File: config.mk
export PLATFORM = sky130hd
export DESIGN_NAME = cpsm_mux
export DESIGN_NICKNAME = d
export VERILOG_FILES = /design/src/logic/cpsm_pkg.sv /design/src/logic/cpsm_mux.sv
export SDC_FILE = /design/constraint.sdc
export NUM_CORES = 1
export LEC_CHECK = 0
export ABC_CLOCK_PERIOD_IN_PS = 5500
export BUFFER_PORTS_ARGS = -buffer_cell sky130_fd_sc_hd__buf_2
export CORE_MARGIN = 2
export CORE_UTILIZATION = 50
export DETAILED_ROUTE_END_ITERATION = 12
export PLACE_DENSITY = 0.73
export SYNTH_ARGS = -nofsm -noshare
export SYNTH_HDL_FRONTEND = slang
export SYNTH_SLANG_ARGS = --single-unit
File: constraint.sdc
create_clock -name clk_sys_in -period 5.5 [get_ports clk_sys_in]
set_input_delay 1.1 -clock clk_sys_in [delete_from_list [all_inputs] [get_ports clk_sys_in]]
set_output_delay 1.1 -clock clk_sys_in [all_outputs]
set_load 0.02 [all_outputs]
File: src/logic/cpsm_pkg.sv
// package for the configurable status pin mux of a usb-uart bridge
// assumes one 100 MHz system clock and a 16-bit configuration memory
package cpsm_pkg;
    // ==========================================
    // pin functions
    typedef enum logic [3:0] {
        FN_DRV_EN = 4'h0,
        FN_DN_LED = 4'h1,
        FN_UP_LED = 4'h2,
        FN_ANY_LED = 4'h3,
        FN_SLEEP_N = 4'h4,
        FN_POWER_ENABLE_N = 4'h5,
        FN_CHG = 4'h6,
        FN_CHG_N = 4'h7,
        FN_TRISTATE = 4'h8
    } cpsm_fn_t;
    // ==========================================
    // configuration words
    typedef struct packed {
        logic [7:0] max_power;
        logic self_pwr;
        logic serial_en;
        logic rwake_en;
        logic pd_susp;
        logic inv_cts;
        logic inv_rts;
        logic inv_rxd;
        logic inv_txd;
    } cpsm_opt_t;
    // one function code per pin, pin 0 in the low nibble
    typedef cpsm_fn_t [3:0] cpsm_sel_t;
    typedef struct packed {
        cpsm_sel_t sel;
        cpsm_opt_t opt;
    } cpsm_cfg_t;
    // pin3..0 sleep, up led, down led, driver enable; serial on, 90 mA
    localparam cpsm_cfg_t RST_CFG = cpsm_cfg_t'(32'h4210_2D40);
    localparam logic [15:0] USB_BCD = 16'h0200;
    localparam logic [9:0] CFG_ADDR_SEL = 10'h000;
    localparam logic [9:0] CFG_ADDR_OPT = 10'h001;
    // ==========================================
    // register map (byte addresses)
    localparam logic [3:0] ADDR_STATUS = 4'h0;
    localparam logic [3:0] ADDR_PIN_SEL = 4'h4;
    localparam logic [3:0] ADDR_OPTIONS = 4'h8;
    localparam logic [3:0] ADDR_CTRL = 4'hC;
    localparam int CTRL_RELOAD_BIT = 0;
    // ==========================================
    // timing
    localparam int CLK_HZ = 100_000_000;
    localparam int CLK_PER_MS = CLK_HZ / 1000;
    localparam int WAKE_TIME_MS = 20;
    localparam int LED_TIME_MS = 10;
    // ==========================================
    // state machines
    typedef enum logic [1:0] {
        LD_REQ = 2'h0,
        LD_WAIT = 2'h1,
        LD_RUN = 2'h3
    } cpsm_ld_t;
    typedef enum logic [1:0] {
        DE_IDLE = 2'h0,
        DE_LEAD = 2'h1,
        DE_SEND = 2'h3
    } cpsm_de_t;
endpackage

File: src/logic/cpsm_mux.sv
// status pin mux: loads configuration, drives four configurable pins
// assumes usb/uart core signals are on clk_sys_in; pins arrive async
`timescale 1ns/100ps
module cpsm_mux #(
    parameter int CFG_WORDS = 64,
    parameter int WAKE_CYC = cpsm_pkg::WAKE_TIME_MS * cpsm_pkg::CLK_PER_MS,
    parameter int LED_CYC = cpsm_pkg::LED_TIME_MS * cpsm_pkg::CLK_PER_MS
) (
    input logic clk_sys_in,
    input logic reset_n_in,
    input logic usb_reset_in,
    input logic suspend_in,
    input logic charge_port_in,
    input logic up_active_in,
    input logic dn_active_in,
    input logic tx_char_ready_in,
    input logic bit_tick_in,
    input logic tx_stop_in,
    input logic txd_core_in,
    input logic rts_core_in,
    input logic rxd_pin_in,
    input logic cts_pin_in,
    input logic ring_indicate_n_in,
    input logic cfg_valid_in,
    input logic [15:0] cfg_data_in,
    input logic [3:0] avs_address_in,
    input logic avs_read_in,
    input logic avs_write_in,
    input logic [31:0] avs_writedata_in,
    input logic [3:0] avs_byteenable_in,
    output logic [31:0] avs_readdata_out,
    output logic avs_waitrequest_out,
    output logic cfg_rd_out,
    output logic [9:0] cfg_addr_out,
    output logic [3:0] cfg_pin_out,
    output logic [3:0] cfg_pin_oe_out,
    output logic txd_pin_out,
    output logic rts_pin_out,
    output logic rxd_core_out,
    output logic cts_core_out,
    output logic uart_pulldown_out,
    output logic remote_wake_out,
    output logic tx_go_out,
    output logic config_loaded_out,
    output logic [15:0] usb_version_out,
    output logic [7:0] max_power_out,
    output logic self_powered_out,
    output logic serial_en_out
);
    // ==========================================
    // state
    cpsm_pkg::cpsm_cfg_t cfg_ff;
    cpsm_pkg::cpsm_ld_t ld_ff;
    cpsm_pkg::cpsm_de_t de_ff;
    logic [31:0] led_cnt_ff [3];
    logic [2:0] led_on;
    logic [2:0] act;
    logic [31:0] wake_cnt_ff;
    logic [2:0] sync1_ff, sync2_ff, sync3_ff, filt_ff;
    logic wait_ff, wr_ok, reload;
    logic [3:0] nxt_pin, nxt_oe;

    assign wr_ok = avs_write_in && !wait_ff;
    assign reload = wr_ok && avs_address_in == cpsm_pkg::ADDR_CTRL
        && avs_byteenable_in[0] && avs_writedata_in[cpsm_pkg::CTRL_RELOAD_BIT];

    function automatic logic [15:0] be_merge(input logic [15:0] old,
            input logic [31:0] wd, input logic [3:0] be);
        be_merge = {be[1] ? wd[15:8] : old[15:8], be[0] ? wd[7:0] : old[7:0]};
    endfunction

    // ==========================================
    // bus slave: one wait cycle, then answer
    always_ff @(posedge clk_sys_in) begin
        if (!reset_n_in) begin
            wait_ff <= 1'b1;
        end else begin
            wait_ff <= !((avs_read_in || avs_write_in) && wait_ff);
        end
    end

    // read data latched as waitrequest drops; unmapped reads give zero
    always_ff @(posedge clk_sys_in) begin
        if (!reset_n_in) begin
            avs_readdata_out <= 32'h0000_0000;
        end else if (avs_read_in && wait_ff) begin
            unique case (avs_address_in)
                cpsm_pkg::ADDR_STATUS: avs_readdata_out <= {24'h00_0000,
                    de_ff == cpsm_pkg::DE_SEND, led_on, remote_wake_out,
                    charge_port_in, suspend_in, config_loaded_out};
                cpsm_pkg::ADDR_PIN_SEL: avs_readdata_out <= {16'h0000, cfg_ff.sel};
                cpsm_pkg::ADDR_OPTIONS: avs_readdata_out <= {16'h0000, cfg_ff.opt};
                default: avs_readdata_out <= 32'h0000_0000;
            endcase
        end
    end
    assign avs_waitrequest_out = wait_ff;

    // ==========================================
    // configuration load; bus writes may override after
    always_ff @(posedge clk_sys_in) begin
        if (!reset_n_in || usb_reset_in || reload) begin
            ld_ff <= cpsm_pkg::LD_REQ;
            cfg_addr_out <= 10'h000;
            cfg_rd_out <= 1'b0;
        end else begin
            cfg_rd_out <= 1'b0;
            unique case (ld_ff)
                cpsm_pkg::LD_REQ: begin
                    cfg_rd_out <= 1'b1;
                    ld_ff <= cpsm_pkg::LD_WAIT;
                end
                cpsm_pkg::LD_WAIT: begin
                    if (cfg_valid_in) begin
                        if (cfg_addr_out == 10'(CFG_WORDS - 1)) begin
                            ld_ff <= cpsm_pkg::LD_RUN;
                        end else begin
                            cfg_addr_out <= cfg_addr_out + 10'h001;
                            ld_ff <= cpsm_pkg::LD_REQ;
                        end
                    end
                end
                cpsm_pkg::LD_RUN: ld_ff <= cpsm_pkg::LD_RUN;
                default: ld_ff <= cpsm_pkg::LD_REQ;
            endcase
        end
    end

    // factory defaults until memory words arrive
    always_ff @(posedge clk_sys_in) begin
        if (!reset_n_in) begin
            cfg_ff <= cpsm_pkg::RST_CFG;
        end else if (ld_ff == cpsm_pkg::LD_WAIT && cfg_valid_in) begin
            if (cfg_addr_out == cpsm_pkg::CFG_ADDR_SEL) begin
                cfg_ff.sel <= cpsm_pkg::cpsm_sel_t'(cfg_data_in);
            end
            if (cfg_addr_out == cpsm_pkg::CFG_ADDR_OPT) begin
                cfg_ff.opt <= cpsm_pkg::cpsm_opt_t'(cfg_data_in);
            end
        end else if (wr_ok && avs_address_in == cpsm_pkg::ADDR_PIN_SEL) begin
            cfg_ff.sel <= cpsm_pkg::cpsm_sel_t'(be_merge(cfg_ff.sel,
                avs_writedata_in, avs_byteenable_in));
        end else if (wr_ok && avs_address_in == cpsm_pkg::ADDR_OPTIONS) begin
            cfg_ff.opt <= cpsm_pkg::cpsm_opt_t'(be_merge(cfg_ff.opt,
                avs_writedata_in, avs_byteenable_in));
        end
    end

    // descriptor fields handed to the usb engine
    always_ff @(posedge clk_sys_in) begin
        if (!reset_n_in) begin
            config_loaded_out <= 1'b0;
            usb_version_out <= 16'h0000;
            max_power_out <= 8'h00;
            self_powered_out <= 1'b0;
            serial_en_out <= 1'b0;
        end else begin
            config_loaded_out <= ld_ff == cpsm_pkg::LD_RUN;
            usb_version_out <= cpsm_pkg::USB_BCD;
            max_power_out <= cfg_ff.opt.max_power;
            self_powered_out <= cfg_ff.opt.self_pwr;
            serial_en_out <= cfg_ff.opt.serial_en;
        end
    end

    // ==========================================
    // pin synchronisers: rxd, cts, ring; change accepted on 2nd/3rd agree
    always_ff @(posedge clk_sys_in) begin
        if (!reset_n_in) begin
            sync1_ff <= 3'h7;
            sync2_ff <= 3'h7;
            sync3_ff <= 3'h7;
            filt_ff <= 3'h7;
        end else begin
            sync1_ff <= {ring_indicate_n_in, cts_pin_in, rxd_pin_in};
            sync2_ff <= sync1_ff;
            sync3_ff <= sync2_ff;
            filt_ff <= (filt_ff & (sync2_ff ^ sync3_ff)) | (sync2_ff & sync3_ff);
        end
    end

    // ==========================================
    // uart line polarity
    always_ff @(posedge clk_sys_in) begin
        if (!reset_n_in) begin
            txd_pin_out <= 1'b1;
            rts_pin_out <= 1'b1;
            rxd_core_out <= 1'b1;
            cts_core_out <= 1'b1;
        end else begin
            txd_pin_out <= txd_core_in ^ cfg_ff.opt.inv_txd;
            rxd_core_out <= filt_ff[0] ^ cfg_ff.opt.inv_rxd;
            rts_pin_out <= rts_core_in ^ cfg_ff.opt.inv_rts;
            cts_core_out <= filt_ff[1] ^ cfg_ff.opt.inv_cts;
        end
    end

    // pull-down only while suspended, i.e. while power enable is high
    always_ff @(posedge clk_sys_in) begin
        if (!reset_n_in) begin
            uart_pulldown_out <= 1'b0;
        end else begin
            uart_pulldown_out <= config_loaded_out && suspend_in
                && cfg_ff.opt.pd_susp;
        end
    end

    // ==========================================
    // remote wake: ring held low for the wake time while suspended
    always_ff @(posedge clk_sys_in) begin
        if (!reset_n_in) begin
            wake_cnt_ff <= 32'h0000_0000;
            remote_wake_out <= 1'b0;
        end else if (!suspend_in || !cfg_ff.opt.rwake_en) begin
            wake_cnt_ff <= 32'h0000_0000;
            remote_wake_out <= 1'b0;
        end else if (!filt_ff[2]) begin
            if (wake_cnt_ff == 32'(WAKE_CYC - 1)) begin
                remote_wake_out <= 1'b1;
            end else begin
                wake_cnt_ff <= wake_cnt_ff + 32'h0000_0001;
            end
        end else begin
            wake_cnt_ff <= 32'h0000_0000;
        end
    end

    // ==========================================
    // rs485 line enable: lead by one bit tick, drop with stop bit
    always_ff @(posedge clk_sys_in) begin
        if (!reset_n_in || !config_loaded_out) begin
            de_ff <= cpsm_pkg::DE_IDLE;
            tx_go_out <= 1'b0;
        end else begin
            tx_go_out <= 1'b0;
            unique case (de_ff)
                cpsm_pkg::DE_IDLE: begin
                    if (tx_char_ready_in) begin
                        de_ff <= cpsm_pkg::DE_LEAD;
                    end
                end
                cpsm_pkg::DE_LEAD: begin
                    if (bit_tick_in) begin
                        tx_go_out <= 1'b1;
                        de_ff <= cpsm_pkg::DE_SEND;
                    end
                end
                cpsm_pkg::DE_SEND: begin
                    if (tx_stop_in) begin
                        de_ff <= cpsm_pkg::DE_IDLE;
                    end
                end
                default: de_ff <= cpsm_pkg::DE_IDLE;
            endcase
        end
    end

    // ==========================================
    // activity one-shots: up, down, either
    assign act = {up_active_in || dn_active_in, dn_active_in, up_active_in};
    for (genvar i = 0; i < 3; i++) begin : g_led
        // retrigger reloads the full time so sparse bytes stay visible
        always_ff @(posedge clk_sys_in) begin
            if (!reset_n_in) begin
                led_cnt_ff[i] <= 32'h0000_0000;
            end else if (act[i]) begin
                led_cnt_ff[i] <= 32'(LED_CYC);
            end else if (led_cnt_ff[i] != 32'h0000_0000) begin
                led_cnt_ff[i] <= led_cnt_ff[i] - 32'h0000_0001;
            end
        end
        assign led_on[i] = led_cnt_ff[i] != 32'h0000_0000;
    end

    // ==========================================
    // pin function mux
    always_comb begin
        for (int p = 0; p < 4; p++) begin
            nxt_pin[p] = 1'b0;
            nxt_oe[p] = 1'b1;
            unique case (cfg_ff.sel[p])
                cpsm_pkg::FN_DRV_EN: nxt_pin[p] = de_ff != cpsm_pkg::DE_IDLE;
                cpsm_pkg::FN_UP_LED: nxt_oe[p] = led_on[0];
                cpsm_pkg::FN_DN_LED: nxt_oe[p] = led_on[1];
                cpsm_pkg::FN_ANY_LED: nxt_oe[p] = led_on[2];
                cpsm_pkg::FN_SLEEP_N: nxt_pin[p] = !suspend_in;
                cpsm_pkg::FN_POWER_ENABLE_N: nxt_pin[p] = suspend_in;
                cpsm_pkg::FN_CHG: nxt_pin[p] = suspend_in && charge_port_in;
                cpsm_pkg::FN_CHG_N: nxt_pin[p] = !(suspend_in && charge_port_in);
                default: nxt_oe[p] = 1'b0;
            endcase
            if (!config_loaded_out) begin
                nxt_oe[p] = 1'b0;
            end
        end
    end

    always_ff @(posedge clk_sys_in) begin
        if (!reset_n_in) begin
            cfg_pin_out <= 4'h0;
            cfg_pin_oe_out <= 4'h0;
        end else begin
            cfg_pin_out <= nxt_pin;
            cfg_pin_oe_out <= nxt_oe;
        end
    end
endmodule

==> results of run 1 <==
-- cell type report --
class,count,area [um2],share of cell area
antenna,2,5.00,0.000390
multi-input combinational,847,5360,0.418
clock inverter,6,36.3,0.00283
sequential,231,5590,0.435
inverter,22,82.6,0.00643
timing repair buffer,119,618,0.0481
clock buffer,42,796,0.0620
tap,285,357,0.0278
-- cell usage in the layout (no fill, tap or decap), drive strengths merged, types with 23 or more instances in the layout --
| cell | instances |
|---|---|
| dfxtp | 135 |
| xnor2 | 88 |
| nand2 | 91 |
| mux2i | 27 |
| conb | 31 |
| nand4 | 26 |
| edfxtp | 96 |
| buf | 119 |
| nor3 | 39 |
| nand3 | 25 |
| nor4 | 57 |
| inv | 23 |
| nor2 | 137 |
| o21ai | 35 |
| xor2 | 33 |
| clkbuf | 42 |
| a21oi | 30 |
-- per-stage QoR --
stage	power, mW	setup WS, ns	hold WS (ns)	cell area, um2
global route	4.25	1.57	0.424	12800
detailed placement	2.45	1.77	0.402	12000
finish	4.08	1.78	0.413	12800
CTS	4.12	1.76	0.417	12800
floorplan	2.37	2.23	0.386	11500
global placement	2.43	1.82	0.388	12000
-- worst paths after layout --
check,startpoint,endpoint,slack [ns],cells after the start
setup / recovery,led_cnt_ff[1][12]$_SDFFCE_PN0P_,led_cnt_ff[1][6]$_DFFE_PP_,1.78,5
hold / removal,sync1_ff[0]$_SDFF_PN1_,sync2_ff[0]$_SDFF_PN1_,0.41,1
hold reg to reg,sync1_ff[0]$_SDFF_PN1_,sync2_ff[0]$_SDFF_PN1_,0.41,1
setup reg to reg,led_cnt_ff[1][12]$_SDFFCE_PN0P_,led_cnt_ff[1][6]$_DFFE_PP_,1.78,5
-- state kept, by name, summed over array words and instances (netlist names), 2 cells and up --
name and count:
de_ff 2, sync1_ff 3, led_cnt_ff 96, sync3_ff 3, max_power_out 8, cfg_addr_out 10, cfg_pin_oe_out 4, sync2_ff 3
wake_cnt_ff 32, filt_ff 3, ld_ff 2, avs_readdata_out 16, cfg_pin_out 4, cfg_ff 32
-- layer usage --
| layer | part of all wire | wire length (um) |
|---|---|---|
| met1 | 0.45 | 11400 |
| met2 | 0.48 | 12000 |
| met3 | 0.053 | 1340 |
| met4 | 0.019 | 482 |
| met5 | 0 | 0 |
-- report_power, final --
group	total (mW)	switching (mW)	internal (mW)
sequential	1.92	0.0646	1.85
combinational	0.498	0.309	0.188
clock	1.67	0.679	0.989
total	4.08	1.05	3.03
-- logic make-up after synthesis --
| group | after synthesis | synth area share |
|---|---|---|
| and+or+nand+nor | 520 | 0.246 |
| DFF | 231 | 0.489 |
| AOI/OAI and AO/OA | 137 | 0.0828 |
| xor gates and xnor gates | 121 | 0.0927 |
| buffers and inverters | 110 | 0.0540 |
| muxes | 28 | 0.0246 |
| adders and majority gates | 10 | 0.0109 |
| other | 1 | 0.000328 |
==> results_dict.tcl, run 1 <==
set metrics [dict create \
    busiest_layer "met2" \
    timing_max_transition_violations_final 0 \
    clock.fmax_mhz 269 \
    grt.overflow.total 0 \
    detail-route-antenna-nets 0 \
    cts_sinks 231 \
    synth_top_cells_by_count "137 x sky130_fd_sc_hd__nor2_1, 135 x sky130_fd_sc_hd__dfxtp_1, 96 x sky130_fd_sc_hd__edfxtp_1" \
    cpMaxStageDelayCell "sky130_fd_sc_hd__or3b_1" \
    cts_repair_resize_count 0 \
    worst_endpoint_required_time_ns 5.72 \
    chipWidth_um 155 \
    cell_taking_the_most_area_after_synthesis "sky130_fd_sc_hd__edfxtp_1" \
    vias_in_the_first_global_route 8114 \
    run_status "completed" \
    groute.layer.met3.usage 0.0290 \
    setup_viol 0 \
    cp_num_buf_inv 0 \
    floorplan.rows 55 \
    vdd_ir_drop_max_v 0.000187 \
    critPathTopFamily "simple AND/OR/NAND/NOR gates" \
    postCtsSetupBuffers 0 \
    critPathArrivalTime_ns 3.94 \
    timing.critical_path.from_type "flop" \
    ys_types 60 \
    max_slew_headroom 0.213 \
    synthMostInstantiatedCell "sky130_fd_sc_hd__nor2_1" \
    syn-instance-count 1158 \
    worstSetupPathType "reg -> reg" \
    grt_util_met1 0.288 \
    timing_worst_slew_pin_value_ns 1.17 \
    yosysTopAreaCellShare 0.252 \
    critPathMaxFanout 32 \
    number_of_cells_after_detailed_placement 1504 \
    number_of_optimization_iterations_in_the_first_detailed_route_pass 5 \
    setup-tns-final_ns 0 \
    ctsHoldBuffers 0 \
    place_congestion 0.802 \
    worst_skew_pair.late_latency_ns 0.52 \
    post_synth_top_flop "sky130_fd_sc_hd__dfxtp_1" \
    nNetsFinal 1331 \
    cap_viol_max_count 0 \
    cts_inserted_buffers 26 \
    post_route_minimum_period_ns 3.72 \
    synth_sequential_area_ratio 0.489 \
    root_buffer "sky130_fd_sc_hd__clkbuf_16" \
    ys_async_sr_fraction 0 \
    largest_clock_skew_in_the_final_design_ns 0.00803 \
    static-leakage-power_nw 5.10 \
    synth-seq-cells 231 \
    grt_start_max_net_pins 61 \
    design.core.area_um2 22600 \
    dp_hpwl_um 17400 \
    placement.io_buffers 110 \
    drt-vias-per-instance 5.57 \
    setup_crit_end_kind "flop" \
    cts_tree "built" \
    finalNonFillerCells 1554 \
    netlist_area_um2 11400 \
    grt_resource_usage_total 0.206 \
    first_pass_grt_wire_length_um 40900 \
    ys.warnings.count 0 \
    num_io_pins 160 \
    globalRouteMet2Util 0.342 \
    hold_path.class "reg -> reg" \
    synthToLayoutAreaGrowth_pct 12.3 \
    antenna_found_initial 0 \
    critical_path_max_stage_delay_ns 0.92 \
    layout.core_utilization 0.569 \
    rsz0062_at_grt "no" \
    cts.clk_slew.worst_paths_ns 0.06 \
    routedWlPerCell_um 16.3 \
    drc_errors 0 \
    ctsHtreeMaxLevel 1 \
    drt_iter0_markers 590 \
    crit_path_cell_trace "or4_4, or4_1, nor4_4, or3b_1, o21ai_0" \
    drive_above_1_share 0.146 \
    routed_wl_um 25300 \
    die_area_um2 24100 \
    syn_area_per_cell_um2 9.87 \
    cts.path.max_buffers 3 \
    cellPowerDensity_nw_per_um2 318 \
    via_count 8658 \
    synth_edf_count 96 \
    synthTopCellsByArea "sky130_fd_sc_hd__edfxtp_1 25%, sky130_fd_sc_hd__dfxtp_1 24%, sky130_fd_sc_hd__xnor2_1 6.7%" \
    num-fill-cells 1977 \
    floorplan.die.height_um 155 \
    min_period_over_period 0.675 \
    hold_viol_final 0 \
    initial_core_util 0.507 \
]
No activity file was read; power rests on OpenSTA's default activity.
==> inputs of run 2 (changes only) <==
Settings changed: ABC_AREA set to 1, ABC_CLOCK_PERIOD_IN_PS 5500 to 3600, PLACE_DENSITY 0.73 to 0.72.
Clock period 5.5 ns to 3.6 ns, I/O delays scaled along.
==> run 2 against run 1 <==
Net effect: count of clock-buffer cells in the layout shrank 4; largest power group unchanged; global-route usage increased by 2.1 points; highest routed layer unchanged; non-clock buffer count grew 6; sequential power up 52%; worst hold slack lost 0.050 ns; first-iteration DRC count is 43% higher; wire length is 19% higher; via count rose by 28%; sequential cell count stayed put; synthesized area increased by 9.7%.
==> results_dict.tcl, run 2 <==
set metrics [dict create \
    postCtsSetupBuffers 0 \
    grt.overflow.total 0 \
    synthMostInstantiatedCell "sky130_fd_sc_hd__nand2_1" \
    yosysTopAreaCellShare 0.230 \
    cpMaxStageDelayCell "sky130_fd_sc_hd__nand2_1" \
    syn_area_per_cell_um2 7.45 \
    hold_viol_final 0 \
    timing.hold.worst_path_depth 2 \
    place_congestion 0.911 \
    clock.fmax_mhz 407 \
    setup_crit_end_kind "flop" \
    netlist_area_um2 12500 \
    worstReg2RegStart "led_cnt_ff[0][0]$_SDFFCE_PN0P_" \
    antenna_found_initial 1 \
    timing_worst_slew_pin_value_ns 1.05 \
    cts_inserted_buffers 26 \
    die_area_um2 26400 \
    final_cell_area_um2 14200 \
    number_of_optimization_iterations_in_the_first_detailed_route_pass 5 \
    nNetsFinal 1880 \
    p_seq_frac 0.452 \
    met1_length_um 13700 \
    layout_top_registers "led_cnt_ff (96), cfg_ff (32), wake_cnt_ff (32)" \
    critPathTopFamily "simple AND/OR/NAND/NOR gates" \
    critical_path_max_stage_delay_ns 0.47 \
    routed_wl_um 30000 \
    design.core.area_um2 24500 \
    static-leakage-power_nw 6.20 \
    rsz0062_at_grt "no" \
    worst_skew_pair.late_latency_ns 0.54 \
    ctsHoldBuffers 0 \
    detail-route-antenna-nets 0 \
    cts_repair_resize_count 0 \
    setup_viol 0 \
    drive_above_1_share 0.127 \
    most_used_cell_cp "sky130_fd_sc_hd__nand2_1" \
    cts_sinks 231 \
    cp_num_buf_inv 2 \
    root_buffer "sky130_fd_sc_hd__clkbuf_16" \
    initial_core_util 0.513 \
    grt_start_max_net_pins 53 \
    cts.path.max_buffers 3 \
    num_io_pins 160 \
    floorplan.die.height_um 162 \
    cellPowerDensity_nw_per_um2 456 \
    chipWidth_um 162 \
    routedWlPerCell_um 14.0 \
    min-delay-start "ring_indicate_n_in" \
    post_route_minimum_period_ns 2.46 \
    synth-seq-cells 231 \
    run_status "completed" \
    largest_reg_flops 96 \
    switching_share 0.273 \
    min_period_over_period 0.682 \
    syn-instance-count 1683 \
    reg2reg_to "led_cnt_ff[0][3]$_SDFFCE_PN0P_" \
    grt_resource_usage_total 0.227 \
    drc_errors 0 \
    power.switching_mw 1.76 \
    power.share.combinational 0.139 \
    timing.critical_path.from_type "flop" \
    via_count 11100 \
    placement.io_buffers 110 \
    synth_top_cells_by_count "368 x sky130_fd_sc_hd__nand2_1, 267 x sky130_fd_sc_hd__nor2_1, 178 x sky130_fd_sc_hd__inv_1" \
    power.internal_mw 4.69 \
    worstSetupPathType "reg -> reg" \
    critPathArrivalTime_ns 2.73 \
    cell_taking_the_most_area_after_synthesis "sky130_fd_sc_hd__edfxtp_1" \
    setup-tns-final_ns 0 \
    synthTopCellsByArea "sky130_fd_sc_hd__edfxtp_1 23%, sky130_fd_sc_hd__dfxtp_1 22%, sky130_fd_sc_hd__nand2_1 11%" \
    drt_iter0_markers 841 \
    timing.reg2reg.worst_path_depth 8 \
    first_pass_grt_wire_length_um 49400 \
    cap_viol_max_count 0 \
    critPathMaxFanout 17 \
    cts_tree "built" \
    commonest_cells_after_routing_fill_and_taps_aside "368 x sky130_fd_sc_hd__nand2_1, 267 x sky130_fd_sc_hd__nor2_1, 178 x sky130_fd_sc_hd__inv_1, 135 x sky130_fd_sc_hd__dfxtp_1, 122 x sky130_fd_sc_hd__a21oi_1" \
    placement.cell_area_um2 13300 \
    synth_sequential_area_ratio 0.445 \
    post_synth_top_flop "sky130_fd_sc_hd__dfxtp_1" \
    max_slew_headroom 0.297 \
    hold_path.class "in -> reg" \
    largest_clock_skew_in_the_final_design_ns 0.0231 \
    dp_hpwl_um 22100 \
    wl_met3_um 1880 \
    crit_path_cell_trace "inv_1, ha_1, nand2_1, nor2_4, nand2_1, nor2_1, nand2_1, buf_12" \
    setup.reg_to_reg.worst_slack_ns 1.14 \
    worst_endpoint_required_time_ns 3.87 \
    largest_register "led_cnt_ff" \
    ctsHtreeMaxLevel 1 \
    timing_max_transition_violations_final 0 \
    ys_async_sr_fraction 0 \
    highest-signal-layer "met4" \
    p_clk_frac 0.409 \
    synthToLayoutAreaGrowth_pct 12.9 \
    cts.clk_slew.worst_paths_ns 0.06 \
    vdd_ir_drop_max_v 0.000359 \
    synth_edf_count 96 \
    met2_wl_um 13800 \
    whs_endpoint "sync1_ff[2]$_SDFF_PN1_" \
    ys_types 46 \
    ys.warnings.count 0 \
    vias_in_the_first_global_route 10300 \
    drt-vias-per-instance 5.19 \
    floorplan.rows 57 \
    layout_commonest_cell "sky130_fd_sc_hd__nand2_1" \
]
-- run 2: changes by cell type in the layout (fill, tap and decap cells not counted), moves of 22 or more --
cell,change
sky130_fd_sc_hd__a21oi_1,+92
sky130_fd_sc_hd__inv_1,+156
sky130_fd_sc_hd__nand2_1,+278
sky130_fd_sc_hd__nand3_1,+72
sky130_fd_sc_hd__nor2_1,+130
sky130_fd_sc_hd__nor4_1,-44
sky130_fd_sc_hd__o211a_1,-22
sky130_fd_sc_hd__o21ai_0,+43
sky130_fd_sc_hd__xnor2_1,-72
-- run 2: final cells by class --
cell class | instances | area (um2)
repair buffers | 125 | 676
flip-flops and latches | 231 | 5590
multi-input cells | 1229 | 5950
clock inverters | 10 | 87.6
clock buffers | 38 | 777
diodes | 1 | 2.50
fillers | 2325 | 10300
well taps | 324 | 405
inverters | 183 | 687
-- run 2: worst reg2reg max path, stage by stage (launching register included) --
cell                       delay (ns)
sky130_fd_sc_hd__edfxtp_1        0.39
sky130_fd_sc_hd__inv_1           0.11
sky130_fd_sc_hd__ha_1            0.19
sky130_fd_sc_hd__nand2_1         0.15
sky130_fd_sc_hd__nor2_4          0.24
sky130_fd_sc_hd__nand2_1         0.13
sky130_fd_sc_hd__nor2_1          0.17
sky130_fd_sc_hd__nand2_1         0.47
sky130_fd_sc_hd__buf_12          0.36
-- run 2: worst max path at each step --
stage | startpoint | end | slack, ns | cells past startpoint
6_report | led_cnt_ff[0][0]$_SDFFCE_PN0P_ | led_cnt_ff[0][3]$_SDFFCE_PN0P_ | 1.14 | 8
5_1_grt | led_cnt_ff[0][0]$_SDFFCE_PN0P_ | led_cnt_ff[0][3]$_SDFFCE_PN0P_ | 0.97 | 8
4_1_cts | led_cnt_ff[0][0]$_SDFFCE_PN0P_ | led_cnt_ff[0][3]$_SDFFCE_PN0P_ | 1.13 | 8
3_5_place_dp | avs_address_in[1] | cfg_ff[8]$_SDFFE_PN1P_ | 0.84 | 9
3_3_place_gp | avs_address_in[1] | cfg_ff[8]$_SDFFE_PN1P_ | 0.91 | 9
2_1_floorplan | reset_n_in | led_cnt_ff[2][0]$_SDFFCE_PN0P_ | 0.77 | 6
-- run 2: power by group through the flow --
stage / Sequential [mW] / Clock, mW / Combinational, mW
floorplan: 2.96 / 0 / 0.706
global placement: 2.97 / 0 / 0.872
detailed placement: 2.97 / 0 / 0.888
CTS: 2.92 / 2.68 / 0.894
global route: 2.93 / 2.79 / 1.02
finish: 2.92 / 2.64 / 0.896
-- run 2: cells by family (layout without fill, tap and decap cells) --
| group | count (synthesis) | count (layout) | synth area share |
|---|---|---|---|
| XOR/XNOR | 49 | 49 | 0.0342 |
| adder cells (fa/ha/maj) | 10 | 10 | 0.00998 |
| buffers and inverters | 253 | 356 | 0.0900 |
| multiplexers | 15 | 15 | 0.0120 |
| AO/OA/AOI/OAI | 220 | 220 | 0.0927 |
| other | 1 | 32 | 0.000299 |
| AND/OR/NAND/NOR | 904 | 904 | 0.316 |
| flip-flops | 231 | 231 | 0.445 |
-- run 2: through the flow --
step                      hold WS [ns]  worst slack [ns]  std cells  utilization  power [mW]
after floorplan                  0.393             0.770       1713            -        3.67
after global placement           0.394             0.911       2092        0.544        3.84
after detailed placement         0.401             0.836       2092        0.544        3.86
after CTS                        0.348              1.13       2140        0.579        6.50
after global routing             0.351             0.970       2140        0.579        6.74
final                            0.363              1.14       2141        0.579        6.46
-- run 2: layer usage --
layer,vias up,track usage
li1,5670,-
met5,-,0
met4,0,0.0559
met2,320,0.377
met3,45,0.0339
met1,5069,0.313
==> inputs of run 3 (changes only) <==
Settings changed: ABC_CLOCK_PERIOD_IN_PS 3600 to 2150, PLACE_DENSITY 0.72 to 0.75.
Clock period 3.6 ns to 2.15 ns, I/O delays scaled along.
==> run 3 against run 2 <==
Net effect: count of clock-buffer cells in the layout grew 4; fmax increased by 23%; cell area up 1.4%; global-route usage grew 0.47 points; critical path depth rose by 1; sequential share of layout area decreased by 0.56 points; power increased by 66%; wire length increased by 2.9%; worst hold slack worse by 0.27 ns; sequential power is 67% higher; via count increased by 2.0%; first-iteration DRC count increased by 13%; critical path type unchanged; largest power group unchanged.
==> results_dict.tcl, run 3 (synthesis results as in run 2) <==
set metrics [dict create \
    run_status "completed" \
    largest_clock_skew_in_the_final_design_ns 0.0226 \
    worst_endpoint_required_time_ns 2.43 \
    grt_start_max_net_pins 50 \
    nNetsFinal 1904 \
    ctsHtreeMaxLevel 1 \
    cts_inserted_buffers 25 \
    via_count 11300 \
    vdd_ir_drop_max_v 0.000499 \
    min_period_over_period 0.930 \
    critPathTopFamily "simple AND/OR/NAND/NOR gates" \
    setup-tns-final_ns 0 \
    cts_sinks 231 \
    max_slew_headroom 0.563 \
    grt_resource_usage_total 0.232 \
    setup_crit_end_kind "flop" \
    num_io_pins 160 \
    static-leakage-power_nw 6.31 \
    timing.hold.worst_path_depth 2 \
    cp_num_buf_inv 2 \
    ctsHoldBuffers 0 \
    setup.reg_to_reg.worst_slack_ns 0.15 \
    drive_above_1_share 0.143 \
    critPathMaxFanout 23 \
    largest_register "led_cnt_ff" \
    synthToLayoutAreaGrowth_pct 14.6 \
    timing.reg2reg.worst_path_depth 9 \
    drc_errors 0 \
    timing.critical_path.from_type "flop" \
    place_congestion 0.956 \
    num-fill-cells 2256 \
    floorplan.rows 57 \
    multiInputGateArea_um2 5990 \
    timing_worst_slew_pin_value_ns 0.655 \
    cpMaxStageDelayCell "sky130_fd_sc_hd__edfxtp_1" \
    hold_viol_final 0 \
    placement.cell_area_um2 13500 \
    first_pass_grt_wire_length_um 50200 \
    number_of_optimization_iterations_in_the_first_detailed_route_pass 5 \
    cts_tree "built" \
    layout.core_utilization 0.587 \
    initial_core_util 0.513 \
    die_area_um2 26400 \
    floorplan.die.height_um 162 \
    grt.overflow.total 0 \
    antenna_found_initial 4 \
    drt-vias-per-instance 5.24 \
    worstSetupPathType "reg -> reg" \
    vias_in_the_first_global_route 10600 \
    min-delay-start "rts_core_in" \
    design.core.area_um2 24500 \
    cts.path.max_buffers 3 \
    final_cell_area_um2 14400 \
    worstReg2RegStart "led_cnt_ff[2][13]$_SDFFCE_PN0P_" \
    clock.fmax_mhz 500 \
    detail-route-antenna-nets 0 \
    regArea_um2 5590 \
    cap_viol_max_count 0 \
    crit_path_cell_trace "nor2_1, nand4_1, nor2_2, nand3_4, nand2_2, buf_12, nand3_2, nand2_1, inv_1" \
    setup_viol 0 \
    hold_path.class "in -> reg" \
    rsz0062_at_grt "no" \
    critPathArrivalTime_ns 2.28 \
    layout_top_registers "led_cnt_ff (96), cfg_ff (32), wake_cnt_ff (32)" \
    root_buffer "sky130_fd_sc_hd__clkbuf_16" \
    largest_reg_flops 96 \
    routedWlPerCell_um 14.3 \
    dp_hpwl_um 22700 \
    whs_endpoint "rts_pin_out$_SDFF_PN1_" \
    timing_max_transition_violations_final 0 \
    cts.clk_slew.worst_paths_ns 0.06 \
    chipWidth_um 162 \
    post_route_minimum_period_ns 2.00 \
    layout_commonest_cell "sky130_fd_sc_hd__nand2_1" \
    diodes 0 \
    commonest_cells_after_routing_fill_and_taps_aside "368 x sky130_fd_sc_hd__nand2_1, 264 x sky130_fd_sc_hd__nor2_1, 174 x sky130_fd_sc_hd__inv_1, 135 x sky130_fd_sc_hd__dfxtp_1, 122 x sky130_fd_sc_hd__a21oi_1" \
    reg2reg_to "led_cnt_ff[2][6]$_SDFFCE_PN0P_" \
    drt_iter0_markers 953 \
    cellPowerDensity_nw_per_um2 747 \
    routed_wl_um 30900 \
    placement.io_buffers 110 \
    worst_skew_pair.late_latency_ns 0.54 \
    critical_path_max_stage_delay_ns 0.43 \
]
-- run 3: stage by stage --
stage          hold slack, ns  power (mW)  std cells  setup slack, ns
4_1_cts                0.0788        10.8       2161            0.180
3_5_place_dp            0.398        6.55       2116          -0.0316
2_1_floorplan           0.393        6.16       1713           -0.371
5_1_grt                0.0807        11.2       2162           0.0294
3_3_place_gp            0.397        6.51       2116           0.0811
6_report               0.0961        10.7       2162            0.150
-- run 3: cell type report --
class	instances	share of cell area
Inverter	183	0.0480
Clock buffer	42	0.0557
Tap cell	324	0.0282
Multi-Input combinational cell	1229	0.417
Timing Repair Buffer	150	0.0610
Sequential cell	231	0.389
Clock inverter	3	0.00131
-- run 3: what timing repair did --
item                                    CTS  global route
setup buffers                             0             1
endpoints found under the setup margin    4             2
hold endpoints to repair                  0             0
pin swaps                                 0             1
gates resized for setup                   1             3
-- run 3: layer usage --
layer	wire length (um)	track usage	up-vias
li1	-	-	5724
met1	13800	0.310	5143
met2	14100	0.381	381
met3	2050	0.0413	71
met4	906	0.0784	6
met5	41	0	-
-- run 3: how the worst max path moves through the flow --
stage | cells past startpoint | startpoint | end | slack, ns
2_1_floorplan | 4 | led_cnt_ff[2][10]$_SDFFCE_PN0P_ | led_cnt_ff[2][0]$_SDFFCE_PN0P_ | -0.37
3_5_place_dp | 9 | led_cnt_ff[0][0]$_SDFFCE_PN0P_ | led_cnt_ff[0][18]$_DFFE_PP_ | -0.03
3_3_place_gp | 9 | led_cnt_ff[0][0]$_SDFFCE_PN0P_ | led_cnt_ff[0][18]$_DFFE_PP_ | 0.08
5_1_grt | 9 | cfg_addr_out[7]$_SDFFE_PP0P_ | cfg_ff[5]$_SDFFE_PN0P_ | 0.03
4_1_cts | 9 | led_cnt_ff[2][13]$_SDFFCE_PN0P_ | led_cnt_ff[2][6]$_SDFFCE_PN0P_ | 0.18
6_report | 9 | led_cnt_ff[2][13]$_SDFFCE_PN0P_ | led_cnt_ff[2][6]$_SDFFCE_PN0P_ | 0.15
-- run 3: worst register-to-register path, delay by kind of cell, from the launching register on --
family / cells / cell delay, ns
buffers and inverters: 2 / 0.21
DFF: 1 / 0.43
and+or+nand+nor: 7 / 1.13
-- run 3: report_power, final --
part	switching, mW	internal [mW]	leakage, nW
Combinational	1.05	0.557	3.66
Sequential	0.148	4.74	2.24
Clock	1.72	2.52	0.410
Total	2.92	7.81	6.31
